--- config.mk ---
export PLATFORM = sky130hd
export DESIGN_NAME = sgc_top
export DESIGN_NICKNAME = d
export VERILOG_FILES = /design/src/sgc_pkg.sv /design/src/sgc_top.sv /design/src/sgc_trip_mgr.sv
export VERILOG_INCLUDE_DIRS = /design/src
export SDC_FILE = /design/constraint.sdc
export NUM_CORES = 1
export LEC_CHECK = 0
export BUFFER_PORTS_ARGS = -buffer_cell sky130_fd_sc_hd__buf_2
export CORE_MARGIN = 10
export CORE_UTILIZATION = 30
export DETAILED_ROUTE_END_ITERATION = 16
export GPL_ROUTABILITY_DRIVEN = 0
export PLACE_DENSITY = 0.56
export SLEW_MARGIN = 25
export SYNTH_ARGS = -nofsm -noshare
export SYNTH_HDL_FRONTEND = slang
export SYNTH_SLANG_ARGS = --single-unit
--- constraint.sdc ---
create_clock -name MCLK_I -period 2.65 [get_ports MCLK_I]
set_input_delay 0.1325 -clock MCLK_I [delete_from_list [all_inputs] [get_ports MCLK_I]]
set_output_delay 0.1325 -clock MCLK_I [all_outputs]
set_load 0.01 [all_outputs]
--- src/sgc_params.svh ---
// Constants for the switchgear command control block
`ifndef SGC_PARAMS_SVH
`define SGC_PARAMS_SVH

`define SGC_CLK_MHZ          125
`define SGC_POS_INDETERM     2'h0
`define SGC_POS_OFF          2'h1
`define SGC_POS_ON           2'h2
`define SGC_POS_DISTURB      2'h3
`define SGC_AUTH_NONE        2'h0
`define SGC_AUTH_LOCAL       2'h1
`define SGC_AUTH_REMOTE      2'h2
`define SGC_AUTH_BOTH        2'h3
`define SGC_NUM_IL           3
`define SGC_NUM_TRIP         8
`define SGC_MIN_HOLD_US      1
`define SGC_SYNC_WAIT_US     100
`define SGC_MIN_HOLD_CYC     (`SGC_MIN_HOLD_US * `SGC_CLK_MHZ)
`define SGC_SYNC_WAIT_CYC    (`SGC_SYNC_WAIT_US * `SGC_CLK_MHZ)

`endif

--- src/sgc_pkg.sv ---
// Types for the switchgear command control block
package sgc_pkg;

  typedef enum logic [1:0] {
    SGC_IDLE = 2'h0,
    SGC_WAIT = 2'h1,
    SGC_DONE = 2'h3
  } sgc_sync_e;

  // Command requests by origin
  typedef struct packed {
    logic panel;
    logic scada;
    logic ext;
  } sgc_req_s;

endpackage

--- src/sgc_top.sv ---
// What this block does
// - Open-contact only: high OFF, low ON
// - Three interlocks per direction block that direction
// - Protection open and reclose bypass interlocks
// - Trip sources ORed into one trip
// - Only trip manager output drives breaker
// - Trip held for minimum hold time
// - Latching holds trip until acknowledged
// - Latch clears after sources drop, on ack
// - No assigned sources clears the latch
// - One external close and one open source
// - Open wins over simultaneous close
// - Close on rising edge, open on level
// - SCADA only with remote or both authority
// - Close needs sync release within wait time
// - Sync wait starts at close issue
// - No sync source means permanent release
// - Authority never affects protection trips
// - Authority none rejects operational commands
// - Authority local accepts panel only
// - Authority remote: SCADA and external inputs
// - Local and remote accepts all sources
// - Interlock checks can be disabled
// - Position codes 0,1,2,3 meaning fixed
`timescale 1ns/1ns
`include "sgc_params.svh"

module sgc_top #(
  parameter int NUM_TRIP = `SGC_NUM_TRIP,
  parameter int NUM_IL   = `SGC_NUM_IL,
  parameter int HOLD_CYC = `SGC_MIN_HOLD_CYC,
  parameter int SYNC_CYC = `SGC_SYNC_WAIT_CYC
) (
  // Clock and reset
  input  wire logic                MCLK_I,
  input  wire logic                RESETN_I,
  // Position contact
  input  wire logic                AUX_OPEN_I,
  input  wire logic                AUX_OPEN_ASSIGNED_I,
  // Interlocks
  input  wire logic [NUM_IL-1:0]   IL_CLOSE_I,
  input  wire logic [NUM_IL-1:0]   IL_OPEN_I,
  input  wire logic                IL_DISABLE_I,
  // Protection
  input  wire logic [NUM_TRIP-1:0] TRIP_SRC_I,
  input  wire logic [NUM_TRIP-1:0] TRIP_ASSIGN_I,
  input  wire logic                LATCH_EN_I,
  input  wire logic                TRIP_ACK_I,
  input  wire logic                TRIP_CLEAR_SOURCE_I,
  input  wire logic                PROT_OPEN_BLOCK_I,
  input  wire logic                AUTO_RECLOSE_I,
  // Operational requests
  input  wire logic                PANEL_CLOSE_I,
  input  wire logic                PANEL_OPEN_I,
  input  wire logic                SCADA_CLOSE_I,
  input  wire logic                SCADA_OPEN_I,
  input  wire logic                EXT_CLOSE_SOURCE_I,
  input  wire logic                EXT_OPEN_SOURCE_I,
  input  wire logic [1:0]          AUTHORITY_I,
  // Synchronism
  input  wire logic                SYNC_ASSIGNED_I,
  input  wire logic                SYNCCHECK_RELEASE_I,
  // Switchgear commands and status
  output logic                     BREAKER_TRIP_O,
  output logic                     BREAKER_CLOSE_O,
  output logic                     BREAKER_OPEN_O,
  output logic                     SYNC_FAIL_O,
  output logic [1:0]               POS_O
);

  initial begin
    if (NUM_IL < 1 || NUM_IL > 3 || SYNC_CYC < 1) begin
      $error("sgc_top: bad parameters");
    end
  end

  localparam int SW = $clog2(SYNC_CYC + 1);

  // ---------------------------------------------------------------
  // Position decode
  // ---------------------------------------------------------------
  wire [1:0] next_pos = !AUX_OPEN_ASSIGNED_I ? `SGC_POS_DISTURB :
                        AUX_OPEN_I ? `SGC_POS_OFF : `SGC_POS_ON;

  // ---------------------------------------------------------------
  // Authority gating
  // ---------------------------------------------------------------
  function automatic logic allow_local(input logic [1:0] a);
    allow_local = (a == `SGC_AUTH_LOCAL) || (a == `SGC_AUTH_BOTH);
  endfunction

  function automatic logic allow_remote(input logic [1:0] a);
    allow_remote = (a == `SGC_AUTH_REMOTE) || (a == `SGC_AUTH_BOTH);
  endfunction

  sgc_pkg::sgc_req_s close_req;
  sgc_pkg::sgc_req_s open_req;
  assign close_req = '{PANEL_CLOSE_I, SCADA_CLOSE_I, EXT_CLOSE_SOURCE_I};
  assign open_req  = '{PANEL_OPEN_I, SCADA_OPEN_I, EXT_OPEN_SOURCE_I};

  wire loc = allow_local(AUTHORITY_I);
  wire rem = allow_remote(AUTHORITY_I);

  wire close_lvl = (loc & close_req.panel) |
                   (rem & (close_req.scada | close_req.ext));
  wire open_lvl  = (loc & open_req.panel) |
                   (rem & (open_req.scada | open_req.ext));

  // ---------------------------------------------------------------
  // Interlocks and priority
  // ---------------------------------------------------------------
  wire il_close = ~IL_DISABLE_I & (|IL_CLOSE_I);
  wire il_open  = ~IL_DISABLE_I & (|IL_OPEN_I);

  logic close_lvl_d;
  wire  close_edge = close_lvl & ~close_lvl_d;
  wire  op_open    = open_lvl & ~il_open;
  wire  op_close   = close_edge & ~il_close & ~open_lvl;

  // ---------------------------------------------------------------
  // Synchronism supervision
  // ---------------------------------------------------------------
  sgc_pkg::sgc_sync_e state;
  sgc_pkg::sgc_sync_e next_state;
  logic [SW-1:0]      sync_cnt;
  logic [SW-1:0]      next_sync_cnt;
  wire  sync_ok  = ~SYNC_ASSIGNED_I | SYNCCHECK_RELEASE_I;
  wire  timeout  = sync_cnt == '0;
  logic next_close;
  logic next_fail;

  always_comb begin
    next_state    = state;
    next_sync_cnt = sync_cnt;
    next_close    = 1'b0;
    next_fail     = 1'b0;
    unique case (state)
      sgc_pkg::SGC_IDLE: begin
        if (op_close) begin
          next_state    = sgc_pkg::SGC_WAIT;
          next_sync_cnt = SW'(SYNC_CYC - 1);
        end
      end
      sgc_pkg::SGC_WAIT: begin
        if (op_open) begin
          next_state = sgc_pkg::SGC_IDLE;
        end else if (sync_ok) begin
          next_close = 1'b1;
          next_state = sgc_pkg::SGC_DONE;
        end else if (timeout) begin
          next_fail  = 1'b1;
          next_state = sgc_pkg::SGC_DONE;
        end else begin
          next_sync_cnt = sync_cnt - 1'b1;
        end
      end
      sgc_pkg::SGC_DONE: begin
        next_state = sgc_pkg::SGC_IDLE;
      end
      default: begin
        next_state = sgc_pkg::SGC_IDLE;
      end
    endcase
  end

  // ---------------------------------------------------------------
  // Trip manager
  // ---------------------------------------------------------------
  logic trip;
  wire  ack = TRIP_ACK_I | TRIP_CLEAR_SOURCE_I;

  sgc_trip_mgr #(
    .NUM_TRIP (NUM_TRIP),
    .HOLD_CYC (HOLD_CYC)
  ) u_trip (
    .clk         (MCLK_I),
    .rst_n       (RESETN_I),
    .trip_src    (TRIP_SRC_I),
    .trip_assign (TRIP_ASSIGN_I),
    .latch_en    (LATCH_EN_I),
    .ack         (ack),
    .trip        (trip)
  );

  // Protection path ignores interlocks and authority
  wire next_trip_o  = trip & ~PROT_OPEN_BLOCK_I;
  wire next_close_o = (next_close | AUTO_RECLOSE_I) &
                      ~next_trip_o;

  // ---------------------------------------------------------------
  // Registers
  // ---------------------------------------------------------------
  always_ff @(posedge MCLK_I or negedge RESETN_I) begin
    if (!RESETN_I) begin
      state           <= sgc_pkg::SGC_IDLE;
      sync_cnt        <= '0;
      close_lvl_d     <= 1'b0;
      BREAKER_TRIP_O  <= 1'b0;
      BREAKER_CLOSE_O <= 1'b0;
      BREAKER_OPEN_O  <= 1'b0;
      SYNC_FAIL_O     <= 1'b0;
      POS_O           <= `SGC_POS_INDETERM;
    end else begin
      state           <= next_state;
      sync_cnt        <= next_sync_cnt;
      close_lvl_d     <= close_lvl;
      BREAKER_TRIP_O  <= next_trip_o;
      BREAKER_CLOSE_O <= next_close_o;
      BREAKER_OPEN_O  <= op_open;
      SYNC_FAIL_O     <= next_fail;
      POS_O           <= next_pos;
    end
  end

endmodule

--- src/sgc_trip_mgr.sv ---
// Trip manager: OR of trip sources, hold time and latching
`timescale 1ns/1ns
`include "sgc_params.svh"

module sgc_trip_mgr #(
  parameter int NUM_TRIP = `SGC_NUM_TRIP,
  parameter int HOLD_CYC = `SGC_MIN_HOLD_CYC
) (
  input  wire logic                clk,
  input  wire logic                rst_n,
  input  wire logic [NUM_TRIP-1:0] trip_src,
  input  wire logic [NUM_TRIP-1:0] trip_assign,
  input  wire logic                latch_en,
  input  wire logic                ack,
  output logic                     trip
);

  initial begin
    if (NUM_TRIP < 1 || HOLD_CYC < 1) begin
      $error("sgc_trip_mgr: bad parameters");
    end
  end

  localparam int CW = $clog2(HOLD_CYC + 1);

  logic [CW-1:0] hold_cnt;
  logic          latched;
  wire           any_trip  = |(trip_src & trip_assign);
  wire           none_asgn = ~|trip_assign;
  wire           hold_run  = hold_cnt != '0;
  wire           clr_latch = ~any_trip & (ack | ~latch_en | none_asgn);
  wire           rise      = any_trip & ~trip;
  wire [CW-1:0]  next_hold = rise ? CW'(HOLD_CYC - 1) :
                             (hold_run ? hold_cnt - 1'b1 : hold_cnt);
  wire           next_latched = (any_trip & latch_en) |
                                (latched & ~clr_latch);
  wire           next_trip = any_trip | hold_run | next_latched;

  always_ff @(posedge clk or negedge rst_n) begin
    if (!rst_n) begin
      hold_cnt <= '0;
      latched  <= 1'b0;
      trip     <= 1'b0;
    end else begin
      hold_cnt <= next_hold;
      latched  <= next_latched;
      trip     <= next_trip;
    end
  end

endmodule

Yosys cells after proc, flatten, opt, wreduce, memory -nomap -nowiden
Cells that the tools add are included.

Add/subtract/negate cells: 2. Multiply operators: 0. Div/mod/pow operators: 0. Order comparisons: 0. Equal/unequal tests: 9. Shifts and indexed selects: 0. Multiplexer cells: 21. Bitwise logic cells: 41. Reduce and logical (&&, ||, !) cells: 14.

Operators with widths (count): $mux W14 (4); $pmux W14 S2 (1); $and A1 B1 Y1 (16); $reduce_or A8 Y1 (2); $logic_not A14 Y1 (1); $mux W7 (2); $sub A14 B1 Y14 const B (1); $mux W2 (6); $not A1 Y1 (12); $or A1 B1 Y1 (12); $and A8 B8 Y8 (1); $ne A2 B2 Y1 const B (4); $mux W1 (7); $reduce_bool A7 Y1 (1); $sub A7 B1 Y7 const B (1); $reduce_or A3 Y1 (2); $reduce_and A5 Y1 (1); $eq A2 B1 Y1 const B (2); $eq A2 B2 Y1 const B (2); $ne A4 B4 Y1 const B (1); $pmux W2 S2 (1); $reduce_bool A2 Y1 (2); $logic_not A2 Y1 (1); $logic_or A1 B1 Y1 (2); other kinds (2) (2).

Register bits after elaboration: 32. Latch bits: 0. RAM bits: 0. ROM bits: 0. Bits of input ports: 42. Output and inout port bits: 6. Logic and storage cells: 98. Memories: 0.

Depth between registers and ports, before layout
Gate-level depths: netlist (run 1).

Depth in word-level cells: 9. Depth in mapped cells: 9. Depth with buffers taken out: 7.

By module
From an unflattened synthesis (run 1), not the netlist that was laid out.

Cell total of the unflattened synthesis: 182. Area, all modules: 1791.7 µm².

By module, submodules not included: sgc_top (instances 1, cells each 130, area an instance 1271.2 µm², seq. area each 575.6 µm²); sgc_trip_mgr (instances 1, cells each 52, area an instance 520.5 µm², seq. area each 225.2 µm²).

Worst setup path after synthesis (run 1)
No wires, ideal clock.

Path type: reg-to-reg. From: register sync_cnt[0]. To: register sync_cnt[12]. Library setup time: 132 ps. Data arrival time: 2273 ps. Setup slack: 245 ps. Cell stages (with the launch flop): 10. Buffers on the path: 2. Clock period less this slack: 2405 ps. Cell sequence: dfrtp_1 inv_1 ha_1 nand2b_1 or4_1 buf_2 or4_4 buf_6 a211oi_1 a211oi_2.

Longest elaborated chain between the ends: 5. Elaborated cells between the ends (all ways): 8. Classes of those cells: add/sub: 1; eq/ne: 1; mux: 4; reduce/logical: 2.

RTL lines: start, declared (line sgc_top.sv:125) `logic [SW-1:0] sync_cnt;`; start signal, assigned (line sgc_top.sv:205) `sync_cnt <= next_sync_cnt;`; $sub A14 B1 Y14 (line sgc_top.sv:154) `next_sync_cnt = sync_cnt - 1'b1;`; $mux W14 (line sgc_top.sv:150) `end else if (timeout) begin`; $mux W14 (line sgc_top.sv:147) `end else if (sync_ok) begin`; $mux W14 (line sgc_top.sv:145) `if (op_open) begin`; $pmux W14 S2 (line sgc_top.sv:137) `unique case (state)`.

Parallel ways exist; a longest one is shown, timed or not. The select of a mux whose other input is x is not followed. A chain may end at the register's enable or synchronous reset.

Final worst setup path (run 1)
From: register sync_cnt[4]. To: register sync_cnt[13].

Same word-level chain as after synthesis.

==> results of run 1 <==
==> state kept, by name (all words and copies together), names as in the netlist <==
register and cells:
sync_cnt 14, u_trip.hold_cnt 7, POS_O 2, state 2
BREAKER_CLOSE_O 1, BREAKER_OPEN_O 1, BREAKER_TRIP_O 1, SYNC_FAIL_O 1
close_lvl_d 1, u_trip.latched 1, u_trip.trip 1
==> cell usage in the layout, fill, tap and decap left out, drive strengths merged, types with 2 or more instances in the layout <==
cell type / n
inv: 10
o211ai: 2
buf: 53
xor2: 2
nand3: 5
clkinv: 2
clkbuf: 6
o31ai: 3
dlygate4sd3: 2
o21ai: 5
nand4: 2
or2b: 2
nor4: 4
a41oi: 2
or4: 2
or3: 6
a211oi: 3
nor3: 13
and3: 2
nand2: 16
o21a: 2
ha: 3
and2: 2
dfrtp: 32
nor2b: 2
a22oi: 4
nor2: 14
nand2b: 5
a21oi: 9
a31oi: 9
==> power breakdown <==
group | internal [mW] | switching (mW) | leakage, nW
logic | 0.126 | 0.120 | 0.604
registers | 0.554 | 0.0680 | 0.371
clock network | 0.207 | 0.180 | 0.0510
total | 0.887 | 0.368 | 1.03
==> logic make-up after synthesis <==
logic type	Yosys count	synth area share, %
simple gates	78	23.87
compound gates	48	20.29
flops	32	46.72
buf+inv	16	5.401
xor+xnor	3	1.533
fa+ha+maj	3	2.190
==> per-layer routing <==
metal	wire length [um]	vias up	share of wire [%]
li1	-	769	-
met2	2229	13	54
met4	23	0	0.56
met5	0	-	0
met1	1771	706	43
met3	110	2	2.7
==> timing repair <==
item                      in CTS  in global routing
setup buffers                  0                  0
resized for setup              0                  0
hold buffers                   2                  0
hold endpoints to repair      33                  0
==> synth_stat cells (2+ instances only) <==
master / count / share of area (%)
a211oi_1: 2 / 0.88
a21oi_1: 8 / 2.3
a22oi_1: 4 / 1.8
a31oi_1: 9 / 3.3
a41oi_1: 2 / 1.0
and2_1: 2 / 0.73
and3_1: 2 / 0.73
buf_6: 2 / 1.3
dfrtp_1: 32 / 47
ha_1: 3 / 2.2
inv_1: 10 / 2.2
nand2_1: 16 / 3.5
nand2b_1: 5 / 1.8
nand3_1: 5 / 1.5
nand4_1: 2 / 0.73
nor2_1: 14 / 3.1
nor2b_1: 2 / 0.73
nor3_1: 13 / 3.8
nor4_1: 4 / 1.5
o21a_1: 2 / 0.88
o21ai_0: 5 / 1.5
o31ai_1: 3 / 1.3
or2b_2: 2 / 1.0
or3_1: 5 / 1.8
xor2_1: 2 / 1.0
==> worst max-delay path, stage by stage (launching register included) <==
cell	delay (ps)
dfrtp_1	420
or3_4	410
or4_1	430
or4_4	550
a21o_1	350
a21bo_1	220
==> path summary, 6_finish.rpt <==
path | from | endpoint | depth (start not counted)
max in group asynchronous | RESETN_I | u_trip.trip | 2
worst min register to register | sync_cnt[10] | sync_cnt[10] | 1
worst min-delay path | AUX_OPEN_I | POS_O[1] | 2
worst max-delay path | sync_cnt[4] | sync_cnt[13] | 5
worst max register to register | sync_cnt[4] | sync_cnt[13] | 5
min in group asynchronous | RESETN_I | sync_cnt[10] | 2
==> metrics by stage <==
stage	setup slack (ps)	hold slack [ps]	cell area, sq um	total power, mW	std cells
detailed placement	195.8	255.0	2029	0.8757	299
global placement	233.1	234.9	2029	0.8713	299
global route	60.70	13.04	2142	1.335	309
floorplan	244.7	-163.1	1714	0.7876	180
finish	174.4	12.38	2142	1.255	309
CTS	173.1	1.458	2142	1.276	309
==> layout make-up <==
| class | count | area, sq um |
|---|---|---|
| fillers | 568 | 3398 |
| multi-input cells | 132 | 820.8 |
| well taps | 72 | 90.09 |
| repair buffers | 55 | 300.3 |
| clock inverters | 2 | 10.01 |
| clock buffers | 6 | 82.58 |
| flip-flops and latches | 32 | 800.8 |
| inverters | 10 | 37.54 |
==> metrics.yaml, run 1 <==
outcome: "complete, no violations"
p_leak_nw: 1.026
cts_tree: "built"
drc: 0
synthesis.nets: 225
critPathRequiredTime_ps: 2820
holdCritPathClass: "primary input to flip-flop"
fin_crit_sh_pct: 93.42
finClkSkew_ps: 3.160
setup_viol: 0
clockBufferDepth: 2
yosys_warnings: 0
diodes: 0
met2_usage_pct: 17.89
htree_levels: 2
synthArstFlopShare_pct: 100.0
vias: 1490
avgSynthCellArea_sq_um: 9.523
grt_pass1_vias: 1600
rows: 27
hpwl_um: 3129
hold_viol_final: 0
max_slew.worst_pin.slew_ps: 728.2
overflow: 0
netlist_area_sq_mm: 0.001714
ys_ff_latch: 32
drt_pass1_iterations: 4
wl_per_cell_um: 13.38
synth_flop_cell: "dfrtp_1"
grtUsageTotal_pct: 9.757
clk_pin_slew_ps: 70
tns_ps: 0
ys_types: 49
cts.sinks: 32
grt_max_degree: 33
io-pin-count: 48
seq_area_frac_synth_pct: 46.72
finalCriticalPeriod_ps: 2476
grt.busiest_layer: "met2"
die_h_um: 95.59
final_util_pct: 38.66
dieArea_sq_mm: 0.009137
ir_drop_mv: 0.2275
worstSkewPairLatency_ps: 280
layout.nets: 281
grt_antenna_before_repair: 0
worstSetupEndpointType: "flip-flop"
first_iter_violations: 83
antenna_left: 0
relSlewSlack_pct: 51.45
floorplan.initialDensity_pct: 30.94
cts_made_buffers: 5
area_growth_pct: 24.96
via_per_inst: 4.822
rsz0062_at_grt: "no"
postSynthCellCount: 180
design.core.area_sq_mm: 0.005540
use_met1_pct: 10.77
clk_root_buffer_cell: "clkbuf_8"
fmax_ghz: 0.4039
crit_type: "flip-flop to flip-flop"
port_buffers: 47
crit_fanout: 10
use_met3_pct: 2.671
wl_um: 4134
drv_slew: 0
arrival_ps: 2640
critPathLaunchType: "flip-flop"
synth_edf_count: 0
rrSetupSlack_ps: 170
drive_above_1_share_pct: 29.96
grt_pass1_wl_um: 7210
chipWidth_um: 95.59
cap_violations: 0
pwr_density_cell_mw_per_mm2: 586.0
No activity file was read; power rests on OpenSTA's default activity.
==> run 2, diff against run 1 <==
Settings changed: CORE_UTILIZATION 30 to 51, PLACE_DENSITY 0.56 to 0.83, RECOVER_POWER set to 25.
==> run 2 against run 1 <==
  * The run now ends with max-capacitance violations, max-slew violations left
  * Worst setup slack got worse by 21 ps
  * Global-route usage rose by 4.0 points
  * Count of clock-buffer cells in the layout increased by 2
  * Utilization rose by 28 points
==> metrics.yaml, run 2 (synthesis results as in run 1) <==
vias: 1537  # +3.2%
tns_ps: 0  # unchanged
die_h_um: 77.98  # -18%
max_slew.worst_pin.slew_ps: 1660  # +932.2 ps
critPathLaunchType: "flip-flop"
topRoutingLayerUsed: "met4"
finClkSkew_ps: 9.420  # +6.261 ps
grt_max_degree: 33  # unchanged
r2r_end: "sync_cnt[13]"
placed_cell_area_sq_mm: 0.001987  # -2.1%
reg_top3: "sync_cnt: 14 flops, u_trip.hold_cnt: 7 flops"
dieArea_sq_mm: 0.006080  # -33%
internal_power_uw: 812.5  # -8.4%
overflow: 0  # unchanged
rsz0062_at_grt: "no"
io-pin-count: 48  # unchanged
crit_path_start: "sync_cnt[5]"
cts_setup_buffers: 0  # unchanged
cts.sinks: 32  # unchanged
antenna_left: 0  # unchanged
mostFrequentLayoutCell: "buf_2"
cts_tree: "built"
pwr-share-seq_pct: 53.6  # +4.0 points
first_iter_violations: 107  # +29%
worstSkewPairLatency_ps: 320  # +40 ps
largest-register: "sync_cnt"
clockBufferDepth: 2  # unchanged
combinationalPowerShare_pct: 21.5  # +1.9 points
chipWidth_um: 77.98  # -18%
fin_area_sq_mm: 0.002093  # -2.3%
power.share.clock_pct: 25.0  # -5.8 points
holdCritPathClass: "primary input to flip-flop"
wl_met3_um: 149  # +35%
htree_levels: 2  # unchanged
p_sw_share_pct: 29.83  # +0.52 points
crit_type: "flip-flop to flip-flop"
finalCriticalPeriod_ps: 2496  # +20.82 ps
cap_violations: 1  # +1
grt_pass1_vias: 1598  # -0.13%
total_power_mw: 1.158  # -7.8%
relSlewSlack_pct: -10.69  # -62 points
rrSetupSlack_ps: 150  # -20 ps
drive_above_1_share_pct: 27.62  # -2.3 points
post_cts_resized: 0  # unchanged
cts_made_buffers: 5  # unchanged
fin_crit_sh_pct: 94.20  # +0.79 points
crit_fanout: 11  # +1
clk_root_buffer_cell: "clkbuf_4"
final_util_pct: 66.92  # +28 points
hpwl_um: 2998  # -4.2%
grt_pass1_wl_um: 6934  # -3.8%
wl_met1_um: 1653  # -6.7%
r2r_start: "sync_cnt[5]"
final_cell_mix: "buf_2, dfrtp_1, nand2_1"
layout.nets: 283  # +0.71%
ff2ff_path_depth: 5  # unchanged
port_buffers: 47  # unchanged
p_leak_nw: 1.012  # -1.3%
worstSetupEndpointType: "flip-flop"
arrival_ps: 2720  # +80 ps
setup_viol: 0  # unchanged
rows: 20  # -26%
ir_drop_mv: 0.3300  # +45%
grtUsageTotal_pct: 13.73  # +4.0 points
design.core.area_sq_mm: 0.003128  # -44%
power.switching_uw: 345.4  # -6.1%
via_per_inst: 5.431  # +13%
violations: "max-capacitance violations, max-slew violations"
hold_viol_final: 0  # unchanged
fmax_ghz: 0.4006  # -0.83%
drt_pass1_iterations: 4  # unchanged
pwr_density_cell_mw_per_mm2: 553.2  # -5.6%
largest_register_ffs: 14  # unchanged
drv_slew: 33  # +33
grt_antenna_before_repair: 0  # unchanged
wl_per_cell_um: 13.93  # +4.1%
critPathCapture: "sync_cnt[13]"
clk_pin_slew_ps: 100  # +30 ps
diodes: 0  # unchanged
area_growth_pct: 22.12
wl_met2_um: 2099  # -5.8%
outcome: "complete, but fails checks"
critPathRequiredTime_ps: 2880  # +60 ps
floorplan.initialDensity_pct: 54.80  # +24 points
wl_um: 3941  # -4.7%
drc: 0  # unchanged
==> run 2: how the worst min path moves through the flow <==
| stage | startpoint | end | slack (ps) | cells past startpoint |
|---|---|---|---|---|
| floorplan | RESETN_I | BREAKER_CLOSE_O | -160 | 0 |
| global placement | RESETN_I | state[0] | 210 | 1 |
| detailed placement | RESETN_I | state[0] | 220 | 1 |
| CTS | PANEL_CLOSE_I | close_lvl_d | 3 | 3 |
| global route | PANEL_CLOSE_I | close_lvl_d | 30 | 3 |
| finish | PANEL_CLOSE_I | close_lvl_d | 10 | 3 |
==> run 2: critical path, stage by stage, from the launching register on <==
cell and delay (ps):
dfrtp_1 430, or3_4 390, or4_1 430, or4_4 580, a21o_1 350, a21bo_1 220
==> run 2: routing by layer <==
metal  global-route usage, %  vias up
met5                       0        -
met4                   3.763        0
met3                   4.839        4
met2                   24.71       31
met1                   14.88      725
li1                        -      777
==> run 2: per-stage QoR <==
stage | hold slack [ps] | setup WS (ps) | cells
after floorplan | -163.1 | 244.7 | 180
after global placement | 210.0 | 199.7 | 270
after detailed placement | 220.8 | 162.5 | 270
after CTS | 3.063 | 144.9 | 283
after global routing | 27.43 | 34.79 | 283
final | 13.93 | 153.6 | 283
==> run 2: final cells by class <==
| cell class | instances | area [sq um] |
|---|---|---|
| Clock buffer | 8 | 58.81 |
| Fill cell | 264 | 1035 |
| Inverter | 10 | 37.54 |
| Multi-Input combinational cell | 132 | 819.5 |
| Sequential cell | 32 | 800.8 |
| Tap cell | 44 | 55.05 |
| Timing Repair Buffer | 57 | 321.6 |
==> run 2: power groups by stage <==
stage | clock (mW) | combinational, mW | sequential, mW
final | 0.289 | 0.249 | 0.620
after global routing | 0.321 | 0.280 | 0.633
after CTS | 0.301 | 0.252 | 0.618
after detailed placement | 0 | 0.246 | 0.628
after global placement | 0 | 0.237 | 0.627
after floorplan | 0 | 0.173 | 0.614
==> run 2: repair_timing <==
action,in CTS,in global routing
hold buffers,5,0
hold endpoints to repair,35,0
endpoints found under the setup margin,0,0
==> run 3, diff against run 2 <==
Settings changed: BUFFER_PORTS_ARGS -buffer_cell sky130_fd_sc_hd__buf_2 to not set, CORE_UTILIZATION 51 to 60, DONT_BUFFER_PORTS set to 1, PLACE_DENSITY 0.83 to 0.81.
==> run 3 against run 2 <==
  * The run still ends with max-capacitance violations, max-slew violations left
  * Clock skew is 5.5 ps lower
  * Power down 1.9%
  * Utilization up 3.1 points
  * Combinational power is 11% lower
  * Critical path depth stayed put
  * Fmax is 1.1% higher
  * Clock power about the same
  * Wire length up 3.3%
  * Cell count down 19%
  * Worst setup slack better by 28 ps
==> metrics.yaml, run 3 (synthesis results as in run 1) <==
first_iter_violations: 156  # +46%
rsz0062_at_grt: "no"
crit_slowest_cell: "or4_4"
htree_levels: 2  # unchanged
drc: 0  # unchanged
pwr_density_cell_mw_per_mm2: 593.7  # +7.3%
crit_fanout: 11  # unchanged
worstSetupEndpointType: "flip-flop"
rows: 19  # -5.0%
arrival_ps: 2710  # about the same
crit_type: "flip-flop to flip-flop"
wl_um: 4070  # +3.3%
setup_viol: 0  # unchanged
grt_max_degree: 33  # unchanged
reg_top3: "sync_cnt: 14 flops, u_trip.hold_cnt: 7 flops"
area_growth_pct: 11.61
diodes: 0  # unchanged
finClkSkew_ps: 3.915  # -5.506 ps
ff2ff_path_depth: 5  # unchanged
critPathCapture: "sync_cnt[8]"
hold_viol_final: 0  # unchanged
port_buffers: 0  # -100%
dieArea_sq_mm: 0.005395  # -11%
cts_tree: "built"
max_slew.worst_pin.slew_ps: 1622  # -38.69 ps
largest_register_ffs: 14  # unchanged
cap_violations: 1  # unchanged
fmax_ghz: 0.4052  # +1.1%
placed_cell_area_sq_mm: 0.001735  # -13%
grt_pass1_wl_um: 6893  # -0.59%
floorplan.initialDensity_pct: 62.70  # +7.9 points
wl_per_cell_um: 17.70  # +27%
r2r_start: "sync_cnt[5]"
critPathRequiredTime_ps: 2890  # about the same
fin_area_sq_mm: 0.001913  # -8.6%
tns_ps: 0  # unchanged
cts_made_buffers: 5  # unchanged
mostFrequentLayoutCell: "dfrtp_1"
clockBufferDepth: 2  # unchanged
violations: "max-capacitance violations, max-slew violations"
fin_crit_sh_pct: 93.14  # -1.1 points
overflow: 0  # unchanged
final_cell_mix: "dfrtp_1, nand2_1, nor2_1"
cts.sinks: 32  # unchanged
crit_path_start: "sync_cnt[5]"
drive_above_1_share_pct: 11.56  # -16 points
outcome: "complete, but fails checks"
drt_pass1_iterations: 4  # unchanged
wl_met2_um: 2344  # +12%
p_leak_nw: 0.8488  # -16%
crit_chain: "or3_4 -> or4_1 -> or4_4 -> a21o_2 -> a31oi_1"
grt_antenna_before_repair: 0  # unchanged
worstSkewPairLatency_ps: 320  # about the same
rrSetupSlack_ps: 180  # +30 ps
vias: 1454  # -5.4%
hpwl_um: 3007  # +0.28%
grt_pass1_vias: 1455  # -8.9%
die_h_um: 73.45  # -5.8%
clk_root_buffer_cell: "clkbuf_4"
antenna_left: 0  # unchanged
via_per_inst: 6.322  # +16%
design.core.area_sq_mm: 0.002734  # -13%
topRoutingLayerUsed: "met4"
wl_met3_um: 176  # +18%
chipWidth_um: 73.45  # -5.8%
grtUsageTotal_pct: 16.06  # +2.3 points
wl_met1_um: 1510  # -8.7%
finalCriticalPeriod_ps: 2468  # -28.31 ps
relSlewSlack_pct: -8.111  # +2.6 points
max_stage_delay_ps: 590  # about the same
critPathLaunchType: "flip-flop"
ir_drop_mv: 0.5172  # +57%
r2r_end: "sync_cnt[8]"
holdCritPathClass: "primary input to flip-flop"
clk_pin_slew_ps: 100  # about the same
largest-register: "sync_cnt"
drv_slew: 33  # unchanged
io-pin-count: 48  # unchanged
layout.nets: 243  # -14%
[run 3: report_power, final]
part           switching [mW]  internal (mW)
Combinational           0.110          0.112
Sequential             0.0714          0.554
Clock                   0.159          0.130
[run 3: final cells by class]
type,count,area (sq um)
Multi-Input combinational cell,132,822.0
Inverter,10,37.54
Fill cell,202,820.8
Clock inverter,1,7.507
Tap cell,31,38.79
Sequential cell,32,800.8
Clock buffer,7,55.05
Timing Repair Buffer,17,151.4
[run 3: through the flow]
stage | utilization (%) | setup slack (ps) | total power [mW] | hold WS (ps) | cells
floorplan | - | 244.7 | 0.7876 | -163.1 | 180
global placement | 63.48 | 222.5 | 0.8185 | -162.1 | 210
detailed placement | 63.48 | 169.2 | 0.8301 | -162.1 | 210
CTS | 70.53 | 138.9 | 1.145 | 58.91 | 230
global route | 69.98 | 44.94 | 1.207 | 59.63 | 230
finish | 69.98 | 181.9 | 1.136 | 71.93 | 230
[run 3: routing by layer]
layer / global-route usage, % / vias up
li1: - / 697
met2: 29.17 / 52
met1: 17.32 / 699
met3: 3.365 / 6
met5: 0 / -
met4: 7.039 / 0
[run 3: worst min-delay path by stage]
| stage | startpoint | end | slack, ps | depth (start not counted) |
|---|---|---|---|---|
| 6_report | SYNCCHECK_RELEASE_I | state[1] | 70 | 2 |
| 5_1_grt | SYNCCHECK_RELEASE_I | state[1] | 60 | 2 |
| 4_1_cts | SYNCCHECK_RELEASE_I | state[1] | 60 | 2 |
| 3_5_place_dp | RESETN_I | close_lvl_d | -160 | 0 |
| 3_3_place_gp | RESETN_I | state[0] | -160 | 0 |
| 2_1_floorplan | RESETN_I | BREAKER_CLOSE_O | -160 | 0 |
[run 3: what timing repair did]
action | in CTS | in global routing
endpoints found under the setup margin | 0 | 2
hold buffers | 12 | 0
hold endpoints to repair | 41 | 0
setup buffers | 0 | 0
gates resized for setup | 0 | 1
[run 3: critical path: cells and delay by family (launching register included)]
family	cells	cell delay [ps]
DFF	1	440
and+or+nand+nor	3	1420
AOI/OAI and AO/OA	2	530
